--- src/include/angr_pkg.sv ---
// Constants, types and field layout for the next-page and gigabit register slice.
// Assumes a single 200 MHz clock and a synchronous active-low reset.
//
// Behaviour
// RQ1: Outgoing next-page word writable; reset gives message page and code one.
// RQ2: Outgoing toggle bit 11 is inverse of previous sent codeword toggle.
// RQ3: Each received partner next page is captured; fields reset to zero.
// RQ4: Received toggle bit 11 uses same inverse-of-previous encoding.
// RQ5: Control bits 15:13 decode transmitter test mode; 101-111 reserved.
// RQ6: Bit 11 forces master/slave only while manual bit 12 set.
// RQ7: Bit 10 advertises multi-port when set, single-port when clear; resets 0.
// RQ8: Bits 9 and 8 advertise gigabit duplex; reset from configuration strap.
// RQ9: Status bit 15 latches high on master/slave fault until read.
// RQ10: Status bit 14 shows resolved role, 1 master; reads 1 after reset.
// RQ11: Status bits 13 and 12 show local and remote receiver okay.
// RQ12: Status bits 11 and 10 show partner gigabit duplex abilities.
// RQ13: Status bits 7:0 count idle errors, reset zero, clear on read.
// RQ14: Page-received indication latched until read.
// RQ15: Latched bits hold until read, then follow current condition.
// RQ16: Software loads next page early and reads received word after indication.
package angr_pkg;

    // ============================================================
    // Register offsets
    localparam logic [4:0] ANGR_ADDR_NP_TX = 5'h07;
    localparam logic [4:0] ANGR_ADDR_NP_RX = 5'h08;
    localparam logic [4:0] ANGR_ADDR_GCTRL = 5'h09;
    localparam logic [4:0] ANGR_ADDR_GSTAT = 5'h0a;
    localparam logic [4:0] ANGR_ADDR_IRQ_STAT = 5'h1c;
    localparam logic [4:0] ANGR_ADDR_IRQ_MASK = 5'h1d;

    // ============================================================
    // Field positions
    localparam int ANGR_NP_MORE = 15;
    localparam int ANGR_NP_ACK = 14;
    localparam int ANGR_NP_MSG = 13;
    localparam int ANGR_NP_ACK2 = 12;
    localparam int ANGR_NP_TOGGLE = 11;
    localparam int ANGR_GC_MANUAL = 12;
    localparam int ANGR_GC_MSVAL = 11;
    localparam int ANGR_GC_PORT = 10;
    localparam int ANGR_GC_FDX = 9;
    localparam int ANGR_GC_HDX = 8;
    localparam int ANGR_GS_FAULT = 15;
    localparam int ANGR_GS_ROLE = 14;
    localparam int ANGR_GS_LRX = 13;
    localparam int ANGR_GS_RRX = 12;
    localparam int ANGR_GS_LP_FDX = 11;
    localparam int ANGR_GS_LP_HDX = 10;

    // ============================================================
    // Reset values, next-page write mask and idle count maximum
    localparam logic [15:0] ANGR_NP_TX_RST = 16'h2001;
    localparam logic [15:0] ANGR_NP_RX_RST = 16'h0000;
    localparam logic [15:0] ANGR_GCTRL_RST = 16'h0000;
    localparam logic [15:0] ANGR_NP_TX_WMASK = 16'hb7ff;
    localparam logic [7:0] ANGR_IDLE_MAX = 8'hff;

    // Interrupt status bits
    localparam int ANGR_IRQ_PAGE = 0;
    localparam int ANGR_IRQ_FAULT = 1;
    localparam int ANGR_IRQ_IDLE = 2;
    localparam int ANGR_IRQ_W = 3;

    // ============================================================
    // Types
    typedef enum logic [4:0] {
        ANGR_TM_NORMAL = 5'b00001,
        ANGR_TM_WAVE = 5'b00010,
        ANGR_TM_JIT_M = 5'b00100,
        ANGR_TM_JIT_S = 5'b01000,
        ANGR_TM_DIST = 5'b10000
    } angr_test_e;

    typedef struct packed {
        logic [4:0] addr;
        logic [15:0] wdata;
        logic wr;
        logic rd;
    } angr_req_s;

    typedef struct packed {
        logic force_en;
        logic force_master;
        logic multi_port;
        logic adv_fdx;
        logic adv_hdx;
    } angr_adv_s;

endpackage

--- src/rtl/angr_idle_cnt.sv ---
// Saturating idle error counter, cleared when its register is read.
// Assumes error pulses synchronous to clk_i.
module angr_idle_cnt
    import angr_pkg::*;
#(
    parameter int WIDTH = 8
) (
    // Clock and reset
    input wire logic clk_i,
    input wire logic rstn_i,
    // Events
    input wire logic err_i,
    input wire logic clr_i,
    // Count
    output logic [WIDTH-1:0] count_o
);
    // Clear value needs at least two bits
    if (WIDTH < 2 || WIDTH > 16) begin : g_bad_width
        $error("angr_idle_cnt: WIDTH out of range");
    end

    // Count taken on the read clears; a coincident error counts as one
    always_ff @(posedge clk_i) begin
        if (!rstn_i) begin
            count_o <= '0;
        end else if (clr_i) begin
            count_o <= {{(WIDTH-1){1'b0}}, err_i}; // RQ13
        end else if (err_i && count_o != {WIDTH{1'b1}}) begin
            count_o <= count_o + 1'b1;
        end
    end
endmodule

--- src/rtl/angr_regs.sv ---
// Next-page, gigabit control and gigabit status management registers.
// Assumes the negotiation engine drives one-cycle page and codeword pulses.
module angr_regs
    import angr_pkg::*;
(
    // Clock and reset
    input wire logic clk_i,
    input wire logic rstn_i,
    // Strap
    input wire logic [1:0] config_strap_value_i,
    // Management port
    input wire logic [4:0] addr_i,
    input wire logic [15:0] wdata_i,
    input wire logic wr_i,
    input wire logic rd_i,
    output logic [15:0] rdata_o,
    // Negotiation engine
    input wire logic lcw_sent_i,
    input wire logic lcw_sent_toggle_i,
    input wire logic page_rx_i,
    input wire logic [15:0] page_rx_word_i,
    input wire logic ms_fault_i,
    input wire logic ms_master_i,
    input wire logic local_rx_ok_i,
    input wire logic remote_rx_ok_i,
    input wire logic link_partner_fdx_i,
    input wire logic link_partner_hdx_i,
    input wire logic idle_err_i,
    // Control outputs
    output logic [15:0] np_tx_word_o,
    output logic [4:0] test_mode_o,
    output logic force_en_o,
    output logic force_master_o,
    output logic multi_port_o,
    output logic adv_full_duplex_o,
    output logic adv_half_duplex_o,
    output logic page_rcvd_o,
    output logic irq_o
);
    // ============================================================
    // Storage
    angr_req_s req;
    angr_adv_s adv;
    logic [15:0] np_tx;
    logic tx_toggle;
    logic [15:0] np_rx;
    logic [15:0] gctrl;
    logic fault_lat;
    logic page_lat;
    logic role;
    logic [3:0] rx_health;
    logic [7:0] idle_cnt;
    logic [ANGR_IRQ_W-1:0] irq_stat;
    logic [ANGR_IRQ_W-1:0] irq_mask;
    logic [ANGR_IRQ_W-1:0] irq_ev;
    logic strap_done;
    logic rd_gstat;
    logic rd_nprx;
    logic [15:0] next_rdata;
    logic next_irq;
    logic [4:0] next_mode;

    assign req = '{addr: addr_i, wdata: wdata_i, wr: wr_i, rd: rd_i};
    assign rd_gstat = req.rd && req.addr == ANGR_ADDR_GSTAT;
    assign rd_nprx = req.rd && req.addr == ANGR_ADDR_NP_RX;

    // ============================================================
    // Outgoing next page
    always_ff @(posedge clk_i) begin
        if (!rstn_i) begin
            np_tx <= ANGR_NP_TX_RST; // RQ1
        end else if (req.wr && req.addr == ANGR_ADDR_NP_TX) begin
            np_tx <= req.wdata & ANGR_NP_TX_WMASK; // RQ1
        end
    end

    always_ff @(posedge clk_i) begin
        if (!rstn_i) begin
            tx_toggle <= 1'b0;
        end else if (lcw_sent_i) begin
            tx_toggle <= ~lcw_sent_toggle_i; // RQ2
        end
    end

    // ============================================================
    // Received partner page
    always_ff @(posedge clk_i) begin
        if (!rstn_i) begin
            np_rx <= ANGR_NP_RX_RST; // RQ3
        end else if (page_rx_i) begin
            np_rx <= page_rx_word_i; // RQ3 RQ4
        end
    end

    // Set wins over the clearing read
    always_ff @(posedge clk_i) begin
        if (!rstn_i) begin
            page_lat <= 1'b0;
        end else if (page_rx_i) begin
            page_lat <= 1'b1; // RQ14
        end else if (rd_nprx) begin
            page_lat <= 1'b0; // RQ15
        end
    end

    // ============================================================
    // Gigabit control; duplex bits loaded from strap after reset release
    always_ff @(posedge clk_i) begin
        if (!rstn_i) begin
            gctrl <= ANGR_GCTRL_RST; // RQ7
            strap_done <= 1'b0;
        end else if (!strap_done) begin
            strap_done <= 1'b1;
            gctrl[ANGR_GC_FDX] <= config_strap_value_i[1]; // RQ8
            gctrl[ANGR_GC_HDX] <= config_strap_value_i[0]; // RQ8
        end else if (req.wr && req.addr == ANGR_ADDR_GCTRL) begin
            gctrl <= req.wdata;
        end
    end

    always_comb begin
        unique case (gctrl[15:13]) // RQ5
            3'b000: next_mode = ANGR_TM_NORMAL;
            3'b001: next_mode = ANGR_TM_WAVE;
            3'b010: next_mode = ANGR_TM_JIT_M;
            3'b011: next_mode = ANGR_TM_JIT_S;
            3'b100: next_mode = ANGR_TM_DIST;
            default: next_mode = ANGR_TM_NORMAL;
        endcase
    end

    assign adv = '{
        force_en: gctrl[ANGR_GC_MANUAL],
        force_master: gctrl[ANGR_GC_MANUAL] & gctrl[ANGR_GC_MSVAL], // RQ6
        multi_port: gctrl[ANGR_GC_PORT], // RQ7
        adv_fdx: gctrl[ANGR_GC_FDX], // RQ8
        adv_hdx: gctrl[ANGR_GC_HDX] // RQ8
    };

    always_ff @(posedge clk_i) begin
        if (!rstn_i) begin
            test_mode_o <= ANGR_TM_NORMAL;
            force_en_o <= 1'b0;
            force_master_o <= 1'b0;
            multi_port_o <= 1'b0;
            adv_full_duplex_o <= 1'b0;
            adv_half_duplex_o <= 1'b0;
            np_tx_word_o <= ANGR_NP_TX_RST;
            page_rcvd_o <= 1'b0;
        end else begin
            test_mode_o <= next_mode;
            force_en_o <= adv.force_en;
            force_master_o <= adv.force_master;
            multi_port_o <= adv.multi_port;
            adv_full_duplex_o <= adv.adv_fdx;
            adv_half_duplex_o <= adv.adv_hdx;
            np_tx_word_o <= {np_tx[15:12], tx_toggle, np_tx[10:0]};
            page_rcvd_o <= page_lat;
        end
    end

    // ============================================================
    // Gigabit status
    always_ff @(posedge clk_i) begin
        if (!rstn_i) begin
            fault_lat <= 1'b0;
        end else if (ms_fault_i) begin
            fault_lat <= 1'b1; // RQ9
        end else if (rd_gstat) begin
            fault_lat <= 1'b0; // RQ15
        end
    end

    always_ff @(posedge clk_i) begin
        if (!rstn_i) begin
            role <= 1'b1; // RQ10
            rx_health <= 4'h0;
        end else begin
            role <= ms_master_i; // RQ10
            rx_health <= {local_rx_ok_i, remote_rx_ok_i, // RQ11
                link_partner_fdx_i, link_partner_hdx_i}; // RQ12
        end
    end

    angr_idle_cnt #(
        .WIDTH(8)
    ) u_idle (
        .clk_i(clk_i),
        .rstn_i(rstn_i),
        .err_i(idle_err_i),
        .clr_i(rd_gstat), // RQ13
        .count_o(idle_cnt)
    );

    // ============================================================
    // Interrupts
    assign irq_ev = {idle_err_i, ms_fault_i, page_rx_i};

    always_ff @(posedge clk_i) begin
        if (!rstn_i) begin
            irq_stat <= '0;
        end else begin
            irq_stat <= irq_ev | (irq_stat &
                ~((req.wr && req.addr == ANGR_ADDR_IRQ_STAT) ?
                req.wdata[ANGR_IRQ_W-1:0] : {ANGR_IRQ_W{1'b0}}));
        end
    end

    always_ff @(posedge clk_i) begin
        if (!rstn_i) begin
            irq_mask <= '0;
        end else if (req.wr && req.addr == ANGR_ADDR_IRQ_MASK) begin
            irq_mask <= req.wdata[ANGR_IRQ_W-1:0];
        end
    end

    assign next_irq = |(irq_ev | (irq_stat & irq_mask)) & |(irq_mask & (irq_ev | irq_stat));

    always_ff @(posedge clk_i) begin
        if (!rstn_i) begin
            irq_o <= 1'b0;
        end else begin
            irq_o <= next_irq;
        end
    end

    // ============================================================
    // Read data, one cycle after the strobe
    always_comb begin
        next_rdata = 16'h0000;
        unique case (req.addr)
            ANGR_ADDR_NP_TX: next_rdata = {np_tx[15:12], tx_toggle, np_tx[10:0]}; // RQ2
            ANGR_ADDR_NP_RX: next_rdata = np_rx;
            ANGR_ADDR_GCTRL: next_rdata = gctrl;
            ANGR_ADDR_GSTAT: next_rdata = {fault_lat, role, rx_health, 2'b00, idle_cnt};
            ANGR_ADDR_IRQ_STAT: next_rdata = {{(16-ANGR_IRQ_W){1'b0}}, irq_stat};
            ANGR_ADDR_IRQ_MASK: next_rdata = {{(16-ANGR_IRQ_W){1'b0}}, irq_mask};
            default: next_rdata = 16'h0000;
        endcase
    end

    always_ff @(posedge clk_i) begin
        if (!rstn_i) begin
            rdata_o <= 16'h0000;
        end else if (req.rd) begin
            rdata_o <= next_rdata;
        end else begin
            rdata_o <= 16'h0000;
        end
    end
endmodule

--- config.mk ---
export PLATFORM = sky130hd
export DESIGN_NAME = angr_regs
export DESIGN_NICKNAME = d
export VERILOG_FILES = /design/src/include/angr_pkg.sv /design/src/rtl/angr_idle_cnt.sv /design/src/rtl/angr_regs.sv
export SDC_FILE = /design/constraint.sdc
export NUM_CORES = 1
export LEC_CHECK = 0
export ABC_AREA = 1
export BUFFER_PORTS_ARGS = -buffer_cell sky130_fd_sc_hd__buf_2
export CORE_ASPECT_RATIO = 0.5
export CORE_UTILIZATION = 50
export CTS_BUF_LIST = sky130_fd_sc_hd__clkbuf_2 sky130_fd_sc_hd__clkbuf_4 sky130_fd_sc_hd__clkbuf_8
export CTS_CLUSTER_DIAMETER = 30
export DETAILED_ROUTE_END_ITERATION = 10
export GPL_TIMING_DRIVEN = 0
export HOLD_SLACK_MARGIN = 0.02
export PLACE_DENSITY = 0.75
export SLEW_MARGIN = 10
export SYNTH_ARGS = -nofsm -noshare
export SYNTH_HDL_FRONTEND = slang
export SYNTH_SLANG_ARGS = --single-unit
--- constraint.sdc ---
create_clock -name clk_i -period 1.3 [get_ports clk_i]
set_input_delay 0.26 -clock clk_i [delete_from_list [all_inputs] [get_ports clk_i]]
set_output_delay 0.26 -clock clk_i [all_outputs]
set_load 0.01 [all_outputs]
* Word level (Yosys, flattened, before mapping)
Cells that the tools add are included. W data, S select, Z words.
Storage, ports and cells: bits in registers 112, input bits 53, output and inout bits 44
Cells by class: add/sub/neg operators 1, equality and inequality tests 12, multiplexer cells 12, bitwise gates (word level) 11, reductions and logical operators 15
Operators with widths (count):
- $pmux W16 S6 | 1
- $pmux W5 S4 | 1
- $eq A5 B4 Y1 const B | 3
- $eq A5 B5 Y1 const B | 2
- $mux W10 | 1
- $and A3 B3 Y3 | 3
- $or A3 B3 Y3 | 3
- $add A8 B1 Y8 const B | 1
- $ne A8 B8 Y1 const B | 1
- $logic_and A1 B1 Y1 | 7
- $mux W1 | 7
- $eq A3 B2 Y1 const B | 2
- $reduce_bool A2 Y1 | 3
- $reduce_or A3 Y1 | 2
- $eq A5 B3 Y1 const B | 1
- $reduce_and A2 Y1 | 2
- $eq A3 B1 Y1 const B | 1
- $eq A3 B3 Y1 const B | 1
- $mux W3 | 1
- $not A3 Y3 | 1
- $and A1 B1 Y1 | 2
- $mux W2 | 1
- $ne A2 B1 Y1 const B | 1
- $not A1 Y1 | 2
- $reduce_or A2 Y1 | 1

* Depth between registers and ports, before layout
Gate-level depths: netlist of the first run.
depth in word-level cells 6, mapped depth 8, mapped depth without buffers 8

* Cells and area by module
Synthesis of the first run repeated with hierarchy kept, for this count alone.
Unflattened totals: cells, all modules 590, area total of the unflattened synthesis 4403.0 µm²
Modules (own cells, without submodules):
- angr_regs | instances 1, cells an instance 517, area each 3916.3 µm², seq. area each 2082.0 µm²
- angr_idle_cnt | instances 1, cells an instance 73, area each 486.7 µm², seq. area each 160.2 µm²

* Worst setup path before layout of the first run
Ideal clock, no wire load.
kind flip-flop to flip-flop, start register u_idle.count_o[0], end register u_idle.count_o[0], setup time 116 ps, arrival 1163 ps, slack 21 ps, stages on the path, launching flop included 9, path buffers 0, cell sequence dfxtp_1 ha_1 inv_1 nor2_1 nand2_1 nand2_1 nand2_1 nand2_1 a21oi_1
Between the ends: word-level cells in the longest chain between the ends 3, elaborated cells between the ends (all ways) 6, classes of those cells add/sub (1); eq/ne (1); mux (2); reduce/logical (2)
RTL lines:
- start: declaration | line angr_idle_cnt.sv:15 | output logic [WIDTH-1:0] count_o
- start signal: assignment | line angr_idle_cnt.sv:27 | count_o <= {{(WIDTH-1){1'b0}}, err_i};
- start signal: assignment | line angr_idle_cnt.sv:29 | count_o <= count_o + 1'b1;
- $add A8 B1 Y8 / $ne A8 B8 Y1 (equally long branches) | line angr_idle_cnt.sv:29, angr_idle_cnt.sv:28
- $mux W1 / $logic_and A1 B1 Y1 (equally long branches) | line angr_idle_cnt.sv:28 | end else if (err_i && count_o != {WIDTH{1'b1}}) begin
- $mux W1 / $reduce_bool A2 Y1 (equally long branches)
Several ways; a longest one is shown, not always the timed one. The select of a mux whose other input is x is not followed. A chain may end at the register's enable or synchronous reset.

* Worst setup path in the final report of the first run
start register u_idle.count_o[1], end register u_idle.count_o[7]
Between the ends: word-level cells in the longest chain between the ends 2, elaborated cells between the ends (all ways) 3, classes of those cells add/sub (1); eq/ne (1); reduce/logical (1)
RTL lines:
- branches (longest 2 deep; another with $add A8 B1 Y8)
Several ways; the timed one is not identified.

==> parameters.txt, run 1 <==
Parameter                              Value

Global route
  Global routing met2 resource utilization    roughly two fifths
  Met1 capacity usage during global routing    34.4%
  Overall global routing resource usage    25.9%
  Met3 track utilization from global routing    roughly 6.4%
  Total congestion overflow after global routing    0
  Number of antenna violations at the first check in global routing    0
  Global-route wire length before repair    17500 um
  Global routing's busiest layer    met2
  Number of global-route vias before repair    around 3600
  Pin count of the biggest net entering global routing    19

Place
  Last weighted congestion value of the routability-driven placer    0.912
  Number of buffers inserted by port buffering    93
  Detailed placer's ending HPWL    roughly 8600 um
  Worst setup timing slack at the placement stage    -0.537 ns

Yosys
  Proportion of register bits with asynchronous set or reset after synthesis    0%
  Share of the synthesized netlist area taken by xor and xnor gates    less than 1%
  Share of synthesized cell area in full adder, half adder and majority cells    0.285%
  Yosys warns    0
  Leading cell types by total area after synthesis    dfxtp_1 51%, nand2_1 12%, nor2_1 5.7%
  Prevailing post-synth register cell    dfxtp_1
  Cells after synthesis    586
  Average cell area after synthesis    7.48 um2
  Unique masters post-synth    31
  Sequential area share after synthesis    approximately half
  Cell taking the most area after synthesis    dfxtp_1
  Share of the synthesized area in compound gates (AO/OA/AOI/OAI)    10.7%
  Main combinational cell family by area after synthesis    simple AND/OR/NAND/NOR gates
  Area fraction of the dominant cell type after synthesis    about 51%
  FF+latch count, synth    112
  Share of synthesized cell area in and, or, nand and nor gates    ~29%
  Net count of the mapped netlist    640
  Cell area after synthesis    0.00438 mm2
  Number of synthesized flops with an enable pin    0
  Share of cell area taken by muxes after synthesis    0%

Worst setup path
  Arrival time of the worst setup path    approximately 1.6 ns
  Path type of the worst setup path    reg -> reg
  Startpoint type of the worst setup path    flip-flop
  Endpoint required time on the critical path    around 1.6 ns
  Type of element capturing the critical path    flip-flop
  Largest driver fanout on the critical path    6

Die
  Number of placement rows    23
  Count of boundary I/O pins    97
  Initial standard-cell utilization of the core    53.1%
  Die Y-Extent    68.2 um
  Width of the die    134 um
  Die Area    0.00917 mm2
  Placeable core region    0.00826 mm2

Detailed routing
  WL per Instance    14.1 um
  Drt pass-1 iters    5
  Initial detailed-routing violation count    between 300 and 400
  Number of nets still failing antenna checks after routing    0
  Number of remaining DRC errors    0
  Via density    5.11
  Final routed wirelength across all metal layers    11500 um
  Via Count    just over 4000

Timing
  Finish-stage setup viols    0
  Pins over their slew limit    0
  Number of hold-slack violations in the final timing report    0
  WHS    0.0393 ns
  Worst-case setup margin in the final layout    0.0425 ns
  Achievable clock frequency    slightly below 0.8 GHz
  Setup Skew    0.00942 ns
  Tcrit/Tclk final    between 90% and 100%
  Post-layout minimum cycle time    1.26 ns
  Worst-margin pin slew    0.626 ns
  Worst-case headroom to the max-slew limit    58.3%
  Setup repair after global routing missed its margin    true

Final layout
  Fraction of final layout cells sized beyond drive strength 1    22.9%
  Final net count    approximately 750
  Fill cell total of the finished layout    725
  Growth of design area from synthesis to finish    21.7%
  Final core utilization    ~65%
  Inserted Diodes    0

Clock network
  Skew-Pair Late Insertion Delay    0.39 ns
  Inserted Clock Buffers    9
  Clock tree from TritonCTS    yes
  Clock transition at the registers of the reported paths    ~0.1 ns
  Maximum number of buffers from clock root to sink    2
  H-tree depth    3
  Clk Tree Root Cell    clkbuf_8
  Sink count of the clock tree    roughly 110

Status
  Status    finished, final reports clean

Pwr
  Total power per unit cell area    about 1200 mW/mm2
  Worst ir drop on vdd    0.671 mV
  Static leakage    0.00257 uW

Run
  Number of max-cap violations    0

Hold path
  Kind of path behind the tightest hold check    in -> reg
## area by class of cell
type                    count  area, um2  share of cell area [%]
inverters                  69        263                    4.92
plain buffers              23        121                    2.27
clock buffers              10        131                    2.46
repair buffers             97        505                    9.47
well taps                 112        140                    2.63
flip-flops and latches    112       2250                    42.2
clock inverters             6        116                    2.18
multi-input cells         381       1810                    33.8
## critical path, cell delays in order (launching register included)
cell	delay, ns
dfxtp_4	0.39
ha_4	0.15
inv_4	0.04
nor2_4	0.16
nand2_2	0.10
nand2_4	0.10
buf_6	0.10
nand2_2	0.03
a21oi_1	0.12
## state kept, by name, summed over array words and instances, names as in the netlist
signal,flops
gctrl,16
np_rx,16
rdata_o,16
np_tx_word_o,15
np_tx,14
u_idle.count_o,8
test_mode_o,5
rx_health,4
irq_mask,3
irq_stat,3
adv_full_duplex_o,1
adv_half_duplex_o,1
fault_lat,1
force_en_o,1
force_master_o,1
irq_o,1
multi_port_o,1
page_lat,1
page_rcvd_o,1
role,1
strap_done,1
tx_toggle,1
## synthesized netlist by cell type (2+ instances only)
| master | n |
|---|---|
| a21oi_1 | 38 |
| buf_2 | 5 |
| buf_4 | 3 |
| buf_6 | 2 |
| clkbuf_1 | 13 |
| dfxtp_1 | 112 |
| inv_1 | 63 |
| inv_2 | 5 |
| nand2_1 | 141 |
| nand3_1 | 39 |
| nand4_1 | 4 |
| nor2_1 | 67 |
| nor2_2 | 2 |
| nor2_4 | 6 |
| nor3_1 | 17 |
| o211ai_1 | 3 |
| o21ai_0 | 31 |
| o21ai_1 | 17 |
| or2_2 | 5 |
| xor2_1 | 2 |
## power breakdown
group / switching, uW / internal, uW
Sequential: 43.1 / 3520
Clock: 1200 / 1320
Combinational: 312 / 166
## cells by family after synthesis
kind of cell / Yosys count
and+or+nand+nor: 286
adders and majority gates: 1
buffers and inverters: 93
other: 1
DFF: 112
xor gates and xnor gates: 2
AOI/OAI and AO/OA: 91
## per-stage QoR
step	TNS, ns	instance area (um2)	std cells	power (uW)
after floorplan	0	4380	586	3880
after global placement	-19.87	4990	791	4080
after detailed placement	-20.51	4990	791	4090
after CTS	0	5270	807	6550
after global routing	-0.0797	5340	810	6760
final	0	5340	810	6550
## final timing paths
check / cells after the start / slack [ns] / start / endpoint
hold / removal: 2 / 0.04 / lcw_sent_toggle_i / tx_toggle
hold reg to reg: 2 / 0.44 / np_tx[9] / np_tx_word_o[9]
setup / recovery: 8 / 0.04 / u_idle.count_o[1] / u_idle.count_o[7]
setup reg to reg: 8 / 0.04 / u_idle.count_o[1] / u_idle.count_o[7]
## timing repair
| item | CTS | global route |
|---|---|---|
| setup endpoints to repair | 38 | 15 |
| endpoints found under the hold margin | 1 | 0 |
| buffers inserted | 0 | 3 |
| hold buffers | 1 | 0 |
| gates resized for setup | 10 | 18 |
| pin swaps | 3 | 5 |
## layout by cell type (no fill, tap or decap), types with 2 or more instances in the layout
master and count:
nand3_1 39, xor2_1 2, nand2_2 2, or2_2 5, nand2_1 138, nor2_1 64
clkbuf_8 9, clkinv_4 2, buf_6 4, o21ai_1 18, nor3_1 17, o21ai_0 30
dfxtp_2 3, buf_2 99, nor2_2 4, bufinv_16 3, a21oi_1 38, inv_2 5
nand4_1 4, inv_1 62, o211ai_1 3, clkbuf_1 10, nor2_4 7, dfxtp_4 2
buf_4 4, dfxtp_1 107
## routing by layer
metal	vias up	wire length, um
met5	-	0
met1	1905	5220
met4	0	204
met2	141	5100
met3	22	934
li1	2070	-
No activity file was read; power rests on OpenSTA's default activity.
==> run 2: changes to the inputs <==
--- a/config.mk
+++ b/config.mk
@@ -18,4 +18,5 @@
 export SLEW_MARGIN = 10
 export SYNTH_ARGS = -nofsm -noshare
 export SYNTH_HDL_FRONTEND = slang
+export SYNTH_HIERARCHICAL = 1
 export SYNTH_SLANG_ARGS = --single-unit
==> run 2 against run 1 <==
Register-to-register slack hardly changed. Sequential power hardly changed. Clock power is 23% lower. Sequential share of layout area is 0.19 points higher. Worst setup slack worse by 0.0035 ns. Via count is 0.19% higher. Non-clock buffer count is 1 higher. Worst hold slack better by 0.0054 ns. Final cell count is 0.86% higher.
==> parameters.txt, run 2 <==
Parameter                              Value

Die
  Count of boundary I/O pins    97
  Placeable core region    0.00826 mm2
  Die Area    0.00921 mm2
  Number of placement rows    23
  Initial standard-cell utilization of the core    53.3%
  Die Y-Extent    68.4 um
  Width of the die    135 um

Yosys
  Sequential area share after synthesis    50.9%
  Cells after synthesis    slightly below 600
  Share of the synthesized netlist area taken by xor and xnor gates    0.199%
  Main combinational cell family by area after synthesis    simple AND/OR/NAND/NOR gates
  Unique masters post-synth    34
  Most frequently used cell type in the post-synthesis netlist    nand2_1
  Ranking of synthesized cells by instance count    157 x nand2_1, 112 x dfxtp_1, 86 x nor2_1, 56 x inv_1, 33 x nand3_1
  Area fraction of the dominant cell type after synthesis    50.9%
  Share of cell area taken by muxes after synthesis    0%
  Cell taking the most area after synthesis    dfxtp_1
  Net count of the mapped netlist    between 600 and 700
  Proportion of register bits with asynchronous set or reset after synthesis    0%
  Share of synthesized cell area in full adder, half adder and majority cells    less than 1%
  Share of the synthesized area in compound gates (AO/OA/AOI/OAI)    roughly 7.9%
  Average cell area after synthesis    7.46 um2
  Number of synthesized flops with an enable pin    0
  Yosys warns    6
  Prevailing post-synth register cell    dfxtp_1
  FF+latch count, synth    112
  Share of synthesized cell area in and, or, nand and nor gates    32.3%
  Cell area after synthesis    0.00440 mm2
  Leading cell types by total area after synthesis    dfxtp_1 51%, nand2_1 13%, nor2_1 7.3%

Place
  Number of buffers inserted by port buffering    94
  Last weighted congestion value of the routability-driven placer    around 0.91
  Post-Place Cells    796
  Detailed placer's ending HPWL    approximately 8500 um
  Dpl cell area    0.00504 mm2

Global route
  Total congestion overflow after global routing    0
  Global-route wire length before repair    17500 um
  Number of antenna violations at the first check in global routing    0
  Number of global-route vias before repair    around 3500
  Overall global routing resource usage    26.1%
  Pin count of the biggest net entering global routing    20

Clock network
  Maximum number of buffers from clock root to sink    2
  Clock tree from TritonCTS    yes
  Inserted Clock Buffers    9
  Sink count of the clock tree    approximately 110
  H-tree depth    3
  Skew-Pair Late Insertion Delay    0.39 ns
  Clock transition at the registers of the reported paths    roughly 0.10 ns
  Clk Tree Root Cell    clkbuf_8

Timing
  Tcrit/Tclk final    97.0%
  Finish-stage setup viols    0
  Setup TNS    0 ns
  Worst-case headroom to the max-slew limit    60.3%
  Worst-margin pin slew    just under 0.6 ns
  Setup repair after global routing missed its margin    true
  Achievable clock frequency    around 0.79 GHz
  Number of hold-slack violations in the final timing report    0
  Pins over their slew limit    0
  Post-layout minimum cycle time    ~1.3 ns
  Setup Skew    around 0.012 ns

Detailed routing
  Drt pass-1 iters    5
  Via Count    4146
  Number of remaining DRC errors    0
  Final routed wirelength across all metal layers    around 11000 um
  Initial detailed-routing violation count    about 350
  WL per Instance    approximately 14 um
  Number of nets still failing antenna checks after routing    0
  Via density    between 5 and 6

Worst setup path
  Arrival time of the worst setup path    approximately 1.6 ns
  Endpoint required time on the critical path    1.58 ns
  Path type of the worst setup path    reg -> reg
  Startpoint type of the worst setup path    flip-flop
  Type of element capturing the critical path    flip-flop
  Largest driver fanout on the critical path    7

Final layout
  Growth of design area from synthesis to finish    20.7%
  Inserted Diodes    0
  Most frequent cells in the layout    156 x nand2_1, 107 x dfxtp_1, 100 x buf_2
  Final core utilization    roughly 64%
  Leading registers by flop count    gctrl x16, np_rx x16, rdata_o x16
  Most common library cell in the layout ignoring fill and taps    nand2_1
  Fraction of final layout cells sized beyond drive strength 1    23.5%
  Final Instance Count excl. Fillers    817
  Final net count    754
  Total non-filler cell area in the finished layout    0.00531 mm2
  Fill cell total of the finished layout    741

Status
  Status    finished, final reports clean

Pwr
  Total power per unit cell area    1120 mW/mm2
  Worst ir drop on vdd    between 0.5 and 0.6 mV
  Static leakage    0.00260 uW

Hold path
  Kind of path behind the tightest hold check    in -> reg

Run
  Number of max-cap violations    0
run 2: logic make-up (layout without fill, tap and decap cells):
kind of cell / after synthesis / count (layout)
AND/OR/NAND/NOR: 321 / 321
adder cells (fa/ha/maj): 1 / 1
XOR/XNOR: 1 / 1
other: 1 / 1
flip-flops: 112 / 112
buffers and inverters: 86 / 201
AO/OA/AOI/OAI: 68 / 68
run 2: power breakdown:
part	total, uW	internal, uW	switching [uW]
Sequential	3570	3520	51.6
Combinational	450	169	281
Clock	1930	715	1210
run 2: per-layer routing:
metal	vias to the layer above	GRT usage [%]	part of all wire, %
met2	175	38.3	41
li1	2059	-	-
met1	1897	36.4	48
met3	15	8.30	9.5
met5	-	0	0
met4	0	7.87	1.2
run 2: repair_timing:
item / CTS / global route
gates resized for setup: 3 / 12
cloned: 0 / 0
setup buffers: 1 / 4
pin swaps: 1 / 1
endpoints found under the setup margin: 8 / 24
hold buffers: 1 / 0
endpoints found under the hold margin: 1 / 0
run 2: cell type report:
| type | count | area [um2] | share of cell area, % |
|---|---|---|---|
| tap | 112 | 140 | 2.64 |
| clock buffer | 9 | 124 | 2.33 |
| sequential | 112 | 2250 | 42.4 |
| multi-input combinational | 392 | 1840 | 34.6 |
| clock inverter | 7 | 50.0 | 0.942 |
| buffer | 21 | 123 | 2.31 |
| inverter | 64 | 265 | 4.99 |
| timing repair buffer | 100 | 518 | 9.75 |
run 2: path summary, 6_finish.rpt:
path | startpoint | endpoint | slack, ns | cells past startpoint
setup reg to reg | u_idle/count_o[0] | u_idle/count_o[3] | 0.04 | 7
hold reg to reg | page_lat | page_rcvd_o | 0.45 | 2
setup / recovery | u_idle/count_o[0] | u_idle/count_o[3] | 0.04 | 7
hold / removal | link_partner_fdx_i | rx_health[1] | 0.04 | 3
run 2: per-stage QoR:
step | hold WS [ns] | worst slack, ns | total power (uW)
floorplan | 0.288 | -0.0218 | 3870
global placement | 0.409 | -0.492 | 4060
detailed placement | 0.427 | -0.508 | 4070
CTS | 0.0312 | 0.0116 | 5960
global route | 0.0446 | -0.0196 | 6190
finish | 0.0447 | 0.0391 | 5950
run 2: critical path, cell delays in order, from the launching register on:
cell	delay [ns]
dfxtp_4	0.39
ha_4	0.16
nand2_4	0.06
nor2_4	0.14
nand2_4	0.10
buf_4	0.16
nand3_1	0.08
a21oi_2	0.05
==> run 3: changes to the inputs <==
--- a/config.mk
+++ b/config.mk
@@ -5,7 +5,6 @@
 export SDC_FILE = /design/constraint.sdc
 export NUM_CORES = 1
 export LEC_CHECK = 0
-export ABC_AREA = 1
 export BUFFER_PORTS_ARGS = -buffer_cell sky130_fd_sc_hd__buf_2
 export CORE_ASPECT_RATIO = 0.5
 export CORE_UTILIZATION = 50
==> run 3 against run 2 <==
Critical endpoint is now u_idle/count_o[0]. Maximum frequency fell by 1.4%. Via count shrank 11%. Critical path type unchanged. Utilization down 0.16 points. Largest power group unchanged. Synthesized area decreased by 1.1%. Clock skew rose by 0.0012 ns. Design area fell by 0.59%. Non-clock buffer count is 6 higher. Highest routed layer unchanged.
==> parameters.txt, run 3 <==
Parameter                              Value

Status
  Status    finished, final reports clean

Die
  Number of placement rows    23
  Placeable core region    0.00823 mm2
  Die Y-Extent    68.0 um
  Count of boundary I/O pins    97
  Die Area    0.00911 mm2
  Initial standard-cell utilization of the core    52.9%
  Width of the die    134 um

Worst setup path
  CP max stage delay    around 0.37 ns
  Cells on worst reg2reg path    4
  Endpoint required time on the critical path    about 1.6 ns
  Endpoint of the most critical register-to-register path    u_idle/count_o[0]
  Startpoint type of the worst setup path    flip-flop
  Arrival time of the worst setup path    1.55 ns
  Register-to-register path setup slack    0.02 ns
  Path type of the worst setup path    reg -> reg
  Largest driver fanout on the critical path    7
  Type of element capturing the critical path    flip-flop
  Cell breakdown of the critical path    ha_4, and3_4, and4b_1, o31a_1
  Critical-path cell with the highest stage delay    dfxtp_4
  R2r startpoint    u_idle/count_o[0]

Final layout
  Growth of design area from synthesis to finish    21.2%
  Leading registers by flop count    gctrl x16, np_rx x16, rdata_o x16
  Most frequent cells in the layout    106 x dfxtp_1, 100 x buf_2, 50 x nand2_1
  Final net count    613
  Inserted Diodes    0
  Fraction of final layout cells sized beyond drive strength 1    33.9%
  Most common library cell in the layout ignoring fill and taps    dfxtp_1
  Final Instance Count excl. Fillers    676

Detailed routing
  Number of nets still failing antenna checks after routing    0
  Final routed wirelength across all metal layers    11200 um
  Via density    5.44
  Via Count    3678
  Number of remaining DRC errors    0
  Drt pass-1 iters    5
  Initial detailed-routing violation count    192
  WL per Instance    16.6 um

Yosys
  Sequential area share after synthesis    between 50% and 60%
  Average cell area after synthesis    9.64 um2
  Cell area after synthesis    0.00436 mm2
  Unique masters post-synth    42
  Cell taking the most area after synthesis    dfxtp_1
  Most frequently used cell type in the post-synthesis netlist    dfxtp_1
  Ranking of synthesized cells by instance count    112 x dfxtp_1, 52 x nand2_1, 30 x nor2_1, 27 x nand3_1, 26 x mux2i_1
  Prevailing post-synth register cell    dfxtp_1
  Leading cell types by total area after synthesis    dfxtp_1 51%, mux2i_1 6.0%, mux2_2 4.9%
  Number of synthesized flops with an enable pin    0
  FF+latch count, synth    112
  Cells after synthesis    452
  Yosys warns    6
  Proportion of register bits with asynchronous set or reset after synthesis    0%
  Area fraction of the dominant cell type after synthesis    51.5%
  Net count of the mapped netlist    506

Timing
  Worst-margin pin slew    0.625 ns
  Post-layout minimum cycle time    1.28 ns
  Pins over their slew limit    0
  Setup Skew    0.0131 ns
  Number of hold-slack violations in the final timing report    0
  Finish-stage setup viols    0
  Worst-case headroom to the max-slew limit    a little under 60%
  Achievable clock frequency    0.782 GHz
  Tcrit/Tclk final    between 90% and 100%
  Worst-case setup margin in the final layout    0.0207 ns
  Setup repair after global routing missed its margin    true

Clock network
  Hold-fix buffers at CTS    0
  H-tree depth    3
  Sink count of the clock tree    112
  Clk Tree Root Cell    clkbuf_8
  Skew-Pair Late Insertion Delay    0.39 ns
  Inserted Clock Buffers    9
  Clock tree from TritonCTS    yes
  Maximum number of buffers from clock root to sink    2
  Clock transition at the registers of the reported paths    approximately 0.1 ns

Hold path
  Min-Delay Startpoint    lcw_sent_toggle_i
  Kind of path behind the tightest hold check    in -> reg
  Hold Crit Depth    2
  End point of the worst hold path    tx_toggle

Place
  Number of buffers inserted by port buffering    just over 90
  Worst setup timing slack at the placement stage    -0.641 ns
  Post-Place Cells    657
  Detailed placer's ending HPWL    about 7900 um
  Last weighted congestion value of the routability-driven placer    roughly 0.85

Pwr
  Total power per unit cell area    1190 mW/mm2
  Post-layout total power    6260 uW
  Worst ir drop on vdd    a little over 0.6 mV
  Static leakage    0.00235 uW

Global route
  Overall global routing resource usage    between 20% and 30%
  Total congestion overflow after global routing    0
  Number of antenna violations at the first check in global routing    0
  Pin count of the biggest net entering global routing    19
  Number of global-route vias before repair    roughly 3300
  Global-route wire length before repair    around 17000 um

Run
  Number of max-cap violations    0
==> run 3: area by class of cell <==
type / instances / area, um2
well taps: 112 / 140
plain buffers: 29 / 186
clock inverters: 5 / 62.6
fillers: 729 / 2950
multi-input cells: 293 / 1920
clock buffers: 11 / 151
flip-flops and latches: 112 / 2250
repair buffers: 98 / 503
inverters: 16 / 61.3
==> run 3: kinds of logic after synthesis <==
family / Yosys count / synth area share (%)
other: 1 / 0.0861
AND/OR/NAND/NOR: 157 / 18.6
flip-flops: 112 / 51.5
multiplexers: 45 / 10.9
buffers and inverters: 47 / 5.11
adder cells (fa/ha/maj): 1 / 0.287
AO/OA/AOI/OAI: 89 / 13.5
==> run 3: how the worst max path moves through the flow <==
stage / start / endpoint / cells after the start
final: u_idle/count_o[0] / u_idle/count_o[0] / 4
after global routing: addr_i[4] / u_idle/count_o[6] / 7
after CTS: rstn_i / np_tx[15] / 5
after detailed placement: addr_i[2] / gctrl[13] / 6
after global placement: addr_i[2] / gctrl[14] / 6
after floorplan: addr_i[0] / u_idle/count_o[0] / 8
==> run 3: worst max-delay path, delay by kind of cell, from the launching register on <==
family                     cells  cell delay, ns
adders and majority gates      1            0.17
and+or+nand+nor                2            0.40
AOI/OAI and AO/OA              1            0.24
DFF                            1            0.37
==> run 3: timing repair <==
action / CTS / global route
buffers inserted: 4 / 1
gates cloned: 0 / 0
setup endpoints to repair: 53 / 39
pin swaps: 1 / 4
gates resized for setup: 8 / 13
==> run 3: report_power, final <==
part / switching (uW) / internal, uW / leakage [uW] / total [uW]
registers: 47.5 / 3510 / 0.000914 / 3560
logic: 275 / 204 / 0.00133 / 479
clock network: 1210 / 1010 / 0.000108 / 2230
total: 1530 / 4730 / 0.00235 / 6260
==> run 3: metrics by stage <==
| step | util, % | hold WS (ns) | TNS, ns | instance area, um2 |
|---|---|---|---|---|
| 3_5_place_dp | 60.9 | 0.445 | -39.90 | 5010 |
| 4_1_cts | 63.9 | 0.0450 | 0 | 5260 |
| 5_1_grt | 64.2 | 0.0506 | -0.0451 | 5280 |
| 3_3_place_gp | 60.9 | 0.439 | -35.05 | 5010 |
| 6_report | 64.2 | 0.0459 | 0 | 5280 |
| 2_1_floorplan | - | 0.288 | -1.35 | 4400 |
==> run 3: routing by layer <==
metal | GRT usage, % | vias to the layer above | wire length (um)
li1 | - | 1772 | -
met5 | 0 | - | 0
met4 | 7.30 | 0 | 132
met2 | 40.9 | 133 | 5060
met3 | 6.00 | 11 | 821
met1 | 34.1 | 1762 | 5210
